File: config.mk
export PLATFORM = sky130hd
export DESIGN_NAME = asrm_host
export DESIGN_NICKNAME = d
export VERILOG_FILES = /design/src/rtl/asrm_pkg.sv /design/src/rtl/asrm_host.sv
export SDC_FILE = /design/constraint.sdc
export NUM_CORES = 1
export LEC_CHECK = 0
export ABC_AREA = 1
export BUFFER_PORTS_ARGS = -buffer_cell sky130_fd_sc_hd__buf_4
export CELL_PAD_IN_SITES_DETAIL_PLACEMENT = 1
export CELL_PAD_IN_SITES_GLOBAL_PLACEMENT = 1
export CORE_MARGIN = 4
export CORE_UTILIZATION = 41
export CTS_BUF_LIST = sky130_fd_sc_hd__clkbuf_4
export DETAILED_ROUTE_END_ITERATION = 8
export PLACE_DENSITY = 0.78
export SLEW_MARGIN = 20
export SYNTH_ARGS = -nofsm -noshare
export SYNTH_HDL_FRONTEND = slang
export SYNTH_SLANG_ARGS = --single-unit
File: constraint.sdc
create_clock -name clk -period 1.8 [get_ports clk]
set_clock_uncertainty 0.2 [all_clocks]
set_input_delay 0.45 -clock clk [delete_from_list [all_inputs] [get_ports clk]]
set_output_delay 0.45 -clock clk [all_outputs]
set_load 0.005 [all_outputs]
File: src/rtl/asrm_pkg.sv
// constants shared by the static memory host controller
package asrm_pkg;
  localparam int unsigned ADDR_W = 18;            // word address lines
  localparam int unsigned DATA_W = 9;             // data word width
  localparam int unsigned CLK_PERIOD_NS = 50;     // 20 MHz system clock
  // fastest grade timing figures in ns
  localparam int unsigned WRITE_CYCLE_NS = 10;    // least write cycle
  localparam int unsigned WRITE_PULSE_NS = 8;     // least strobe pulse / select / address to end of write
  localparam int unsigned DATA_OVERLAP_NS = 8;    // least data valid before end of write
  localparam int unsigned WRITE_FLOAT_NS = 6;     // longest strobe-to-float of the memory
  localparam int unsigned WRITE_RECOVERY_NS = 0;  // least recovery after write
  localparam int unsigned ACCESS_NS = 10;         // longest access time, equal to read cycle
  localparam int unsigned DESELECT_FLOAT_NS = 10; // longest deselect to float
  localparam int unsigned POWER_DOWN_NS = 10;     // longest deselect to standby
  // least times round up, none below one cycle
  function automatic int unsigned ns_to_cyc(input int unsigned ns);
    int unsigned c;
    c = (ns + CLK_PERIOD_NS - 1) / CLK_PERIOD_NS;
    return (c < 1) ? 1 : c;
  endfunction
  localparam int unsigned PULSE_CYC = ns_to_cyc((WRITE_PULSE_NS > WRITE_FLOAT_NS + DATA_OVERLAP_NS) ?
                                                WRITE_PULSE_NS : WRITE_FLOAT_NS + DATA_OVERLAP_NS);
  localparam int unsigned RECOV_CYC = ns_to_cyc(WRITE_RECOVERY_NS + WRITE_CYCLE_NS - WRITE_PULSE_NS);
  // sampling waits for access time plus two synchroniser stages
  localparam int unsigned ACCESS_CYC = ns_to_cyc(ACCESS_NS) + 2;
  localparam int unsigned IDLE_CYC = ns_to_cyc(DESELECT_FLOAT_NS > POWER_DOWN_NS ? DESELECT_FLOAT_NS : POWER_DOWN_NS);
  localparam int unsigned CNT_W = 4;
  localparam logic [CNT_W-1:0] PULSE_CNT = CNT_W'(PULSE_CYC);
  localparam logic [CNT_W-1:0] RECOV_CNT = CNT_W'(RECOV_CYC);
  localparam logic [CNT_W-1:0] ACCESS_CNT = CNT_W'(ACCESS_CYC);
  localparam logic [CNT_W-1:0] IDLE_CNT = CNT_W'(IDLE_CYC);
  localparam logic [CNT_W-1:0] CNT_ZERO = 4'h0;
  localparam logic [CNT_W-1:0] CNT_ONE = 4'h1;
  // controller states, one-hot
  typedef enum logic [5:0] {
    ASRM_IDLE  = 6'h01, // deselected, standby
    ASRM_SETUP = 6'h02, // address and data placed, strobes high
    ASRM_WPULSE = 6'h04, // select and strobe low
    ASRM_WRECOV = 6'h08, // strobe high, select high, address held
    ASRM_READ  = 6'h10, // selected, waiting access time
    ASRM_DESEL = 6'h20  // deselected, waiting float and power down
  } asrm_state_e;
endpackage

File: src/rtl/asrm_host.sv
// host controller driving an asynchronous 256K x 9 static memory module
`timescale 1ns/10ps
`default_nettype none
module asrm_host
  import asrm_pkg::*;
(
  input wire logic clk,
  input wire logic rst_n,
  input wire logic req_valid,               // request from user logic
  input wire logic req_write,               // 1 write, 0 read
  input wire logic [ADDR_W-1:0] req_addr,   // word address of request
  input wire logic [DATA_W-1:0] req_wdata,  // word to write
  output logic req_ready,                   // request taken when valid and ready
  output logic rsp_valid,                   // one-cycle pulse with read word
  output logic [DATA_W-1:0] rsp_rdata,      // read word
  output logic [ADDR_W-1:0] word_address,   // memory address lines
  output logic [DATA_W-1:0] write_data_in,  // memory data inputs
  output logic select_n,                    // memory select, active low
  output logic write_strobe_n,              // memory write strobe, active low
  input wire logic [DATA_W-1:0] read_data_out // memory data outputs, asynchronous
);
  // ----------------------------------------------------------------
  // timing plan
  // ----------------------------------------------------------------
  // every least time of the memory is far below one clock period
  // so each phase lasts whole cycles, counted down in cnt_r
  // counts come rounded up from the package; a clock of 14 ns or more only
  // needs new figures there, a faster one also new cycle counts in the assertions here
  // write: take, setup, pulse, recovery, then ready again
  // read: take, access wait, deselect wait, then ready again
  // the memory outputs change with no clock at all, so the read
  // word passes two flip-flops and is taken only once settled
  // address and write word never move while a write is open
  // ----------------------------------------------------------------
  // read data synchroniser
  // ----------------------------------------------------------------
  logic [DATA_W-1:0] rd_meta_r; // first stage, read only by second
  logic [DATA_W-1:0] rd_sync_r; // second stage
  // both stages sample every cycle; the word is used only after the
  // access wait has let it settle, so no bit is caught mid-change
  always_ff @(posedge clk or negedge rst_n) begin
    if (!rst_n) begin
      // both stages clear so no stale word is seen after reset
      rd_meta_r <= '0;
      rd_sync_r <= '0;
    end else begin
      rd_meta_r <= read_data_out;
      rd_sync_r <= rd_meta_r;
    end
  end

  // ----------------------------------------------------------------
  // sequencer
  // ----------------------------------------------------------------
  asrm_state_e state_r; // current phase
  logic [CNT_W-1:0] cnt_r; // cycles left in phase
  // four bits hold every phase count of the package with room to spare
  logic take; // request accepted this cycle
  // ready is a flop, so a take never waits on this cycle's decode
  assign take = req_valid && req_ready;

  // state and phase counter
  always_ff @(posedge clk or negedge rst_n) begin
    if (!rst_n) begin
      // start deselected with no phase running
      state_r <= ASRM_IDLE;
      cnt_r <= CNT_ZERO;
    end else begin
      // one phase per state; cnt_r holds the cycles left in it
      case (state_r)
        ASRM_IDLE: begin
          // memory deselected and in standby until a request is taken
          if (take) begin
            // a write places address and data first, a read selects at once
            state_r <= req_write ? ASRM_SETUP : ASRM_READ;
            cnt_r <= req_write ? CNT_ONE : ACCESS_CNT;
          end
        end
        ASRM_SETUP: begin
          // address and data settle one cycle before select and strobe fall together
          state_r <= ASRM_WPULSE;
          cnt_r <= PULSE_CNT;
        end
        ASRM_WPULSE: begin
          // select and strobe stay low for the pulse count
          // the last count raises both so recovery starts together
          if (cnt_r == CNT_ONE) begin
            state_r <= ASRM_WRECOV;
            cnt_r <= RECOV_CNT;
          end else begin
            cnt_r <= cnt_r - CNT_ONE;
          end
        end
        ASRM_READ: begin
          // select stays low while the word settles and is synchronised
          if (cnt_r == CNT_ONE) begin
            state_r <= ASRM_DESEL;
            cnt_r <= IDLE_CNT;
          end else begin
            cnt_r <= cnt_r - CNT_ONE;
          end
        end
        ASRM_WRECOV, ASRM_DESEL: begin
          // strobes high; the memory floats its outputs and drops to standby
          if (cnt_r == CNT_ONE) begin
            state_r <= ASRM_IDLE;
            cnt_r <= CNT_ZERO;
          end else begin
            cnt_r <= cnt_r - CNT_ONE;
          end
        end
        default: begin
          // unused code: back to idle with the memory deselected
          state_r <= ASRM_IDLE;
          cnt_r <= CNT_ZERO;
        end
      endcase
    end
  end

  // ----------------------------------------------------------------
  // memory pins
  // ----------------------------------------------------------------
  // address and data latch only while deselected
  // a take only happens in idle, where select has been high a cycle
  // a read latches the unused write word too; the memory ignores it
  always_ff @(posedge clk or negedge rst_n) begin
    if (!rst_n) begin
      word_address <= '0;
      write_data_in <= '0;
    end else if (take) begin
      word_address <= req_addr;
      write_data_in <= req_wdata;
    end
  end

  // select low in write pulse and read; strobe low only in write pulse
  // both fall on one edge in a write so the outputs never drive
  // both rise on the last count, before the address may move again
  always_ff @(posedge clk or negedge rst_n) begin
    if (!rst_n) begin
      select_n <= 1'b1;
      write_strobe_n <= 1'b1;
    end else begin
      select_n <= !((state_r == ASRM_SETUP) || (state_r == ASRM_WPULSE && cnt_r != CNT_ONE) ||
                    (take && !req_write) || (state_r == ASRM_READ && cnt_r != CNT_ONE));
      write_strobe_n <= !((state_r == ASRM_SETUP) || (state_r == ASRM_WPULSE && cnt_r != CNT_ONE));
    end
  end

  // ----------------------------------------------------------------
  // user side
  // ----------------------------------------------------------------
  // ready only when idle and the next cycle stays idle
  // ready rises on the last recovery or deselect count so no cycle is lost
  // and drops on the take edge so a second request waits its turn
  always_ff @(posedge clk or negedge rst_n) begin
    if (!rst_n) begin
      req_ready <= 1'b0;
    end else begin
      req_ready <= (state_r == ASRM_IDLE && !take) ||
                   ((state_r == ASRM_WRECOV || state_r == ASRM_DESEL) && cnt_r == CNT_ONE);
    end
  end

  // sample read word after access time and synchroniser
  // rsp_rdata keeps the last word until the next read ends
  always_ff @(posedge clk or negedge rst_n) begin
    if (!rst_n) begin
      rsp_valid <= 1'b0;
      rsp_rdata <= '0;
    end else begin
      rsp_valid <= (state_r == ASRM_READ && cnt_r == CNT_ONE);
      if (state_r == ASRM_READ && cnt_r == CNT_ONE) begin
        rsp_rdata <= rd_sync_r;
      end
    end
  end

  // ----------------------------------------------------------------
  // assertions
  // ----------------------------------------------------------------
  // all checks run on the controller clock and watch the pins and the internal take
  // an address change is legal while select or strobe is high on both sides
  addr_stable_sel_a: assert property (@(posedge clk) disable iff (!rst_n)
    $changed(word_address) |-> ($past(select_n) && select_n) || ($past(write_strobe_n) && write_strobe_n))
    else $error("address changed during a write");
  strobe_needs_sel_a: assert property (@(posedge clk) disable iff (!rst_n)
    !write_strobe_n |-> !select_n) else $error("strobe low without select");
  // strobe only falls on the edge where select falls, never after it
  strobe_with_sel_a: assert property (@(posedge clk) disable iff (!rst_n)
    $fell(write_strobe_n) |-> $fell(select_n)) else $error("select fell before strobe");
  pulse_width_a: assert property (@(posedge clk) disable iff (!rst_n)
    $fell(write_strobe_n) |-> !write_strobe_n [*1] ##1 write_strobe_n) else $error("strobe pulse width wrong");
  recovery_a: assert property (@(posedge clk) disable iff (!rst_n)
    $rose(write_strobe_n) |-> !req_ready ##1 req_ready) else $error("recovery too short");
  // answer shows on the edge where the three-cycle access count ends, three edges after select falls
  read_latency_a: assert property (@(posedge clk) disable iff (!rst_n)
    $fell(select_n) && write_strobe_n |-> ##3 rsp_valid) else $error("read answer late");
  rsp_pulse_a: assert property (@(posedge clk) disable iff (!rst_n)
    rsp_valid |-> ##1 !rsp_valid) else $error("read answer held too long");
  deselect_gap_a: assert property (@(posedge clk) disable iff (!rst_n)
    $rose(select_n) |-> select_n ##1 select_n) else $error("reselected too soon");
  one_op_a: assert property (@(posedge clk) disable iff (!rst_n)
    take |-> ##1 !req_ready) else $error("ready held after take");
  data_hold_a: assert property (@(posedge clk) disable iff (!rst_n)
    !write_strobe_n |-> $stable(write_data_in) && $stable(word_address)) else $error("write word moved in pulse");
  ready_desel_a: assert property (@(posedge clk) disable iff (!rst_n)
    req_ready |-> select_n && write_strobe_n) else $error("ready while memory selected");
  // main scenarios
  c_write: cover property (@(posedge clk) disable iff (!rst_n) take && req_write);
  c_read_wait: cover property (@(posedge clk) disable iff (!rst_n) $fell(select_n) && write_strobe_n ##3 rsp_valid);
  c_read: cover property (@(posedge clk) disable iff (!rst_n) rsp_valid);
  c_back: cover property (@(posedge clk) disable iff (!rst_n) rsp_valid ##[1:4] !write_strobe_n);
endmodule
`default_nettype wire

=== Yosys cells after proc, flatten, opt, wreduce, memory -nomap -nowiden ===
Index checks and enable logic that the tools add are counted.

* Register bits after elaboration: 68
* Bits in latches: 0
* RAM bits: 0
* ROM bits: 0
* Bits of input ports: 40
* Output and inout port bits: 40
* Word-level logic and storage cells: 54
* Memories: 0

* $add $sub $neg: 1
* $mul: 0
* Divide/modulo/power cells: 0
* $lt $le $gt $ge: 0
* Equality and inequality tests: 12
* Shift-type cells: 0
* Multiplexer cells: 11
* Bitwise operators: 0
* Reduce and logical (&&, ||, !) cells: 19

{| class="wikitable"
|+ Operators by type and width
! cell !! number
|-
| 6-bit one-hot mux with 5 select lines || 1
|-
| 6-bit two-way mux || 4
|-
| 4-bit one-hot mux with 4 select lines || 1
|-
| 4-bit two-way mux || 3
|-
| 2-bit != test (second input constant) || 4
|-
| 1-bit logical AND || 7
|-
| 6-bit by 1-bit equality test with 1-bit output (second input constant) || 1
|-
| 6-bit by 2-bit equality test with 1-bit output (second input constant) || 1
|-
| 6-bit by 3-bit equality test with 1-bit output (second input constant) || 1
|-
| 6-bit by 4-bit equality test with 1-bit output (second input constant) || 1
|-
| 6-bit by 5-bit equality test with 1-bit output (second input constant) || 1
|-
| 6-bit equality test (second input constant) || 1
|-
| 1-bit logical OR || 5
|-
| 5-bit two-way mux || 1
|-
| 4-bit by 1-bit equality test with 1-bit output (second input constant) || 1
|-
| 1-bit logical NOT || 4
|-
| 4-bit by 1-bit != test with 1-bit output (second input constant) || 1
|-
| 4-bit AND reduction || 1
|-
| 2-bit OR reduction || 2
|-
| 4-bit by 1-bit subtractor with 4-bit output (second input constant) || 1
|-
| 2-bit two-way mux || 1
|}

=== Longest topological paths before layout ===
* Depth after elaboration: 6
* Mapped depth: 8
* Gate-level depth less buffers: 8

=== Worst setup path before layout ===
No wires, ideal clock.

* Path type: input-to-reg
* Start: input port req_valid
* End: register word_address[10]
* Setup time: 0.125 ns
* Arrival time: 1.182 ns
* Required time: 1.475 ns
* Setup slack: 0.293 ns
* Cell stages on the path: 4
* Path buffers: 2
* Cells stage by stage: nand2_1 -> buf_6 -> buf_6 -> mux2_2

* Cells in the longest elaborated chain, start to end: 1

{| class="wikitable"
|+ RTL lines
! what !! RTL line !! source
|-
| from (decl) || asrm_host.sv:9 || <nowiki>input wire logic req_valid,</nowiki>
|-
| 1-bit logical AND || asrm_host.sv:60 || <nowiki>assign take = req_valid && req_ready;</nowiki>
|-
| to (signal assigned) || asrm_host.sv:132 || <nowiki>word_address <= req_addr;</nowiki>
|-
| to (decl) || asrm_host.sv:16 || <nowiki>output logic [ADDR_W-1:0] word_address,</nowiki>
|}

Every way passes these cells.
A chain may end at the register's enable or synchronous reset.

=== Final worst setup path ===
* Start: register select_n
* End: output port select_n

{| class="wikitable"
|+ RTL lines
! what !! RTL line !! source
|-
| from (decl) || asrm_host.sv:18 || <nowiki>output logic select_n,</nowiki>
|-
| from (signal assigned) || asrm_host.sv:145 || <nowiki>select_n <= !((state_r == ASRM_SETUP) || (state_r == ASRM_WPULSE && cnt_r != CNT_ONE) ||</nowiki>
|}

No word-level cell between the ends.

==> run_results.csv <==
group,metric,value,unit
power,ir_drop,1.08,mV
sta,maxSlewViolCount,0,
critical_path,crit_buf_inv,1,
logic_synthesis,yosys_warnings,0,
clock_network,clk_pin_slew,0.12,ns
layout,synthToLayoutAreaGrowth,41.7,%
sta,slew_headroom,74.3,%
global_route,grt_pass1_vias,2228,
critical_path,critPathLaunchType,"register",
routing,routed_wl,6710,µm
layout,final_area,3750,µm²
layout,multi_input_area,863,µm²
sta,setup_viol,0,
logic_synthesis,synth_cell_types,24,
critical_path,crit_family,"flip-flops",
global_route,grt_usage,19.0,%
sta,setup_ws,0.102,ns
sta,worst_slew_pin_slew,0.384,ns
routing,ant_nets,0,
critical_path,end_kind,"output pin",
routing,first_pass_iters,4,
floorplanning,pin_count,80,
clock_network,cts_tree,"yes",
logic_synthesis,synth-seq-cells,68,
place,place_hpwl,4700,µm
critical_path,r2r_cells,8,
critical_path,crit_chain,"buf_4",
status,status,"completed",
routing,post_drt_wl_per_cell,16.3,µm
clock_network,cts-root-buf,"clkbuf_4",
hold_path,min_from,"req_addr[11]",
floorplanning,initial_core_util,41.9,%
logic_synthesis,synth_fp_nets,264,
sta,period_needed,1.70,ns
place,dpl_worst_slack,0.113,ns
place,gp_congestion,0.746,
hold_path,hp-class,"in -> reg",
global_route,grt_max_degree,40,
critical_path,cp_slowest_stage_delay,0.54,ns
critical_path,critical_path.max_fanout,1,
hold_path,holdPathEnd,"word_address[11]",
critical_path,worstReg2RegEnd,"state_r[1]",
sta,hold_ws,0.0586,ns
sta,finalHoldViolations,0,
sta,period_share,94.3,%
clock_network,insertion_delay,0.42,ns
clock_network,cts_buffer_depth,2,
global_route,grt_pass1_wl,10900,µm
layout,most-common-layout-cells,"buf_4 (87), dfrtp_1 (65), nand2_1 (55)",
floorplanning,dieArea,7800,µm²
critical_path,arrival,1.05,ns
routing,first_iter_violations,61,
sta,setup_tns,0,ns
floorplanning,core_area,6310,µm²
power,power.total,6.40,mW
routing,drc,0,
logic_synthesis,synth_area_per_cell,11.9,µm²
floorplanning,num_rows,29,
layout,final_nets,370,
sta,rsz0062_at_grt,"false",
layout,seq_area,1710,µm²
logic_synthesis,postSynthCellCount,222,
layout,final_cells,411,
critical_path,worstReg2RegStart,"cnt_r[1]",
layout,nFillCells,698,
critical_path,path_class,"reg -> out",
place,portBuffers,79,
clock_network,cts_htree_levels,3,
routing,via_count,1982,
global_route,antenna_found_initial,0,
critical_path,required,1.15,ns
logic_synthesis,synth_seq_area_share,64.5,%
routing,avgViaCountPerCell,4.82,
clock_network,numCtsBuffers,9,
logic_synthesis,syn-cell-area,2650,µm²
critical_path,cpMaxStageDelayCell,"dfstp_2",
flow_run,drv_cap,0,
floorplanning,die_h,88.3,µm
layout,utilization,59.4,%
power,power_density,1710,nW/µm²
layout,layout_commonest_cell,"buf_4",
place,placedCellCount,383,
sta,max_freq,589,MHz
global_route,grt_remaining_overflow,0,
critical_path,regToRegSetupSlack,0.13,ns
floorplanning,fp.dieW,88.3,µm
hold_path,whs_path_depth,2,
clock_network,cts_sinks,68,
place,post_dp_cell_area,3390,µm²
power,p_leak,1.89,nW
layout,drive_above_1_share,47.1,%
-- how the worst max path moves through the flow --
stage,start,cells after the start,slack [ns],to
2_1_floorplan,req_valid,4,0.29,word_address[10]
3_3_place_gp,cnt_r[1],9,0.16,state_r[0]
4_1_cts,cnt_r[1],8,0.02,rsp_rdata[8]
5_1_grt,cnt_r[1],9,0.002,state_r[3]
3_5_place_dp,cnt_r[1],8,0.11,state_r[5]
6_report,select_n,1,0.10,select_n
-- layout make-up --
type                       instances  share of cell area, %
sequential                        68                   45.5
inverter                          19                   1.97
multi-input combinational        131                   23.0
clock buffer                       9                   1.80
antenna                            1                 0.0668
clock inverter                     7                   3.91
tap                               77                   2.57
timing repair buffer              99                   21.2
-- where the power goes --
part / switching, mW / internal (mW) / total, mW
clock: 0.592 / 0.852 / 1.44
sequential: 0.357 / 2.08 / 2.44
combinational: 1.21 / 1.30 / 2.52
total: 2.16 / 4.24 / 6.40
-- cells by family (layout without fill, tap and decap cells) --
family | count (synthesis) | in the layout | synth area share [%]
AOI/OAI and AO/OA | 9 | 9 | 1.70
xor gates and xnor gates | 1 | 1 | 0.331
adders and majority gates | 2 | 2 | 0.946
buffers and inverters | 23 | 134 | 4.16
DFF | 68 | 68 | 64.5
muxes | 27 | 27 | 11.5
other | 0 | 1 | 0
and+or+nand+nor | 92 | 92 | 16.9
-- synthesized netlist by cell type --
cell,n,area share [%]
nor2_2,3,0.71
nor3_1,2,0.38
buf_2,1,0.19
nor2_4,3,1.3
nand2_1,55,7.8
a21oi_1,1,0.19
xnor2_1,1,0.33
buf_6,3,1.3
inv_2,3,0.43
inv_1,16,2.3
nand3_2,1,0.38
dfstp_2,3,3.0
dfrtp_1,65,61
mux2_2,27,11
nand4_4,1,0.80
nand2_2,4,0.95
nand4_2,1,0.47
o21ai_0,6,1.1
nand2_4,1,0.43
o21ai_1,2,0.38
nand4_1,3,0.71
nor2_1,9,1.3
nand3_1,9,1.7
ha_1,2,0.95
-- timing repair --
item	4_1_cts	5_1_grt
buffers inserted	0	1
endpoints found under the hold margin	74	0
resized for setup	0	8
hold buffers	10	0
setup endpoints to repair	0	13
-- registers in the layout, summed over array words and instances (netlist names) --
register        cells
rd_sync_r           9
write_strobe_n      1
word_address       18
rd_meta_r           9
req_ready           1
select_n            1
state_r             6
rsp_rdata           9
cnt_r               4
rsp_valid           1
write_data_in       9
-- layer usage --
metal	global-route usage (%)	share of wire, %	routed length (µm)	vias to the layer above
met1	21.6	38	2550	1006
met2	32.4	56	3780	46
met5	0	0	0	-
met4	8.24	0.95	64	0
met3	6.80	4.7	312	4
li1	-	-	-	926
Note: power is estimated with default switching activity, not from simulation.
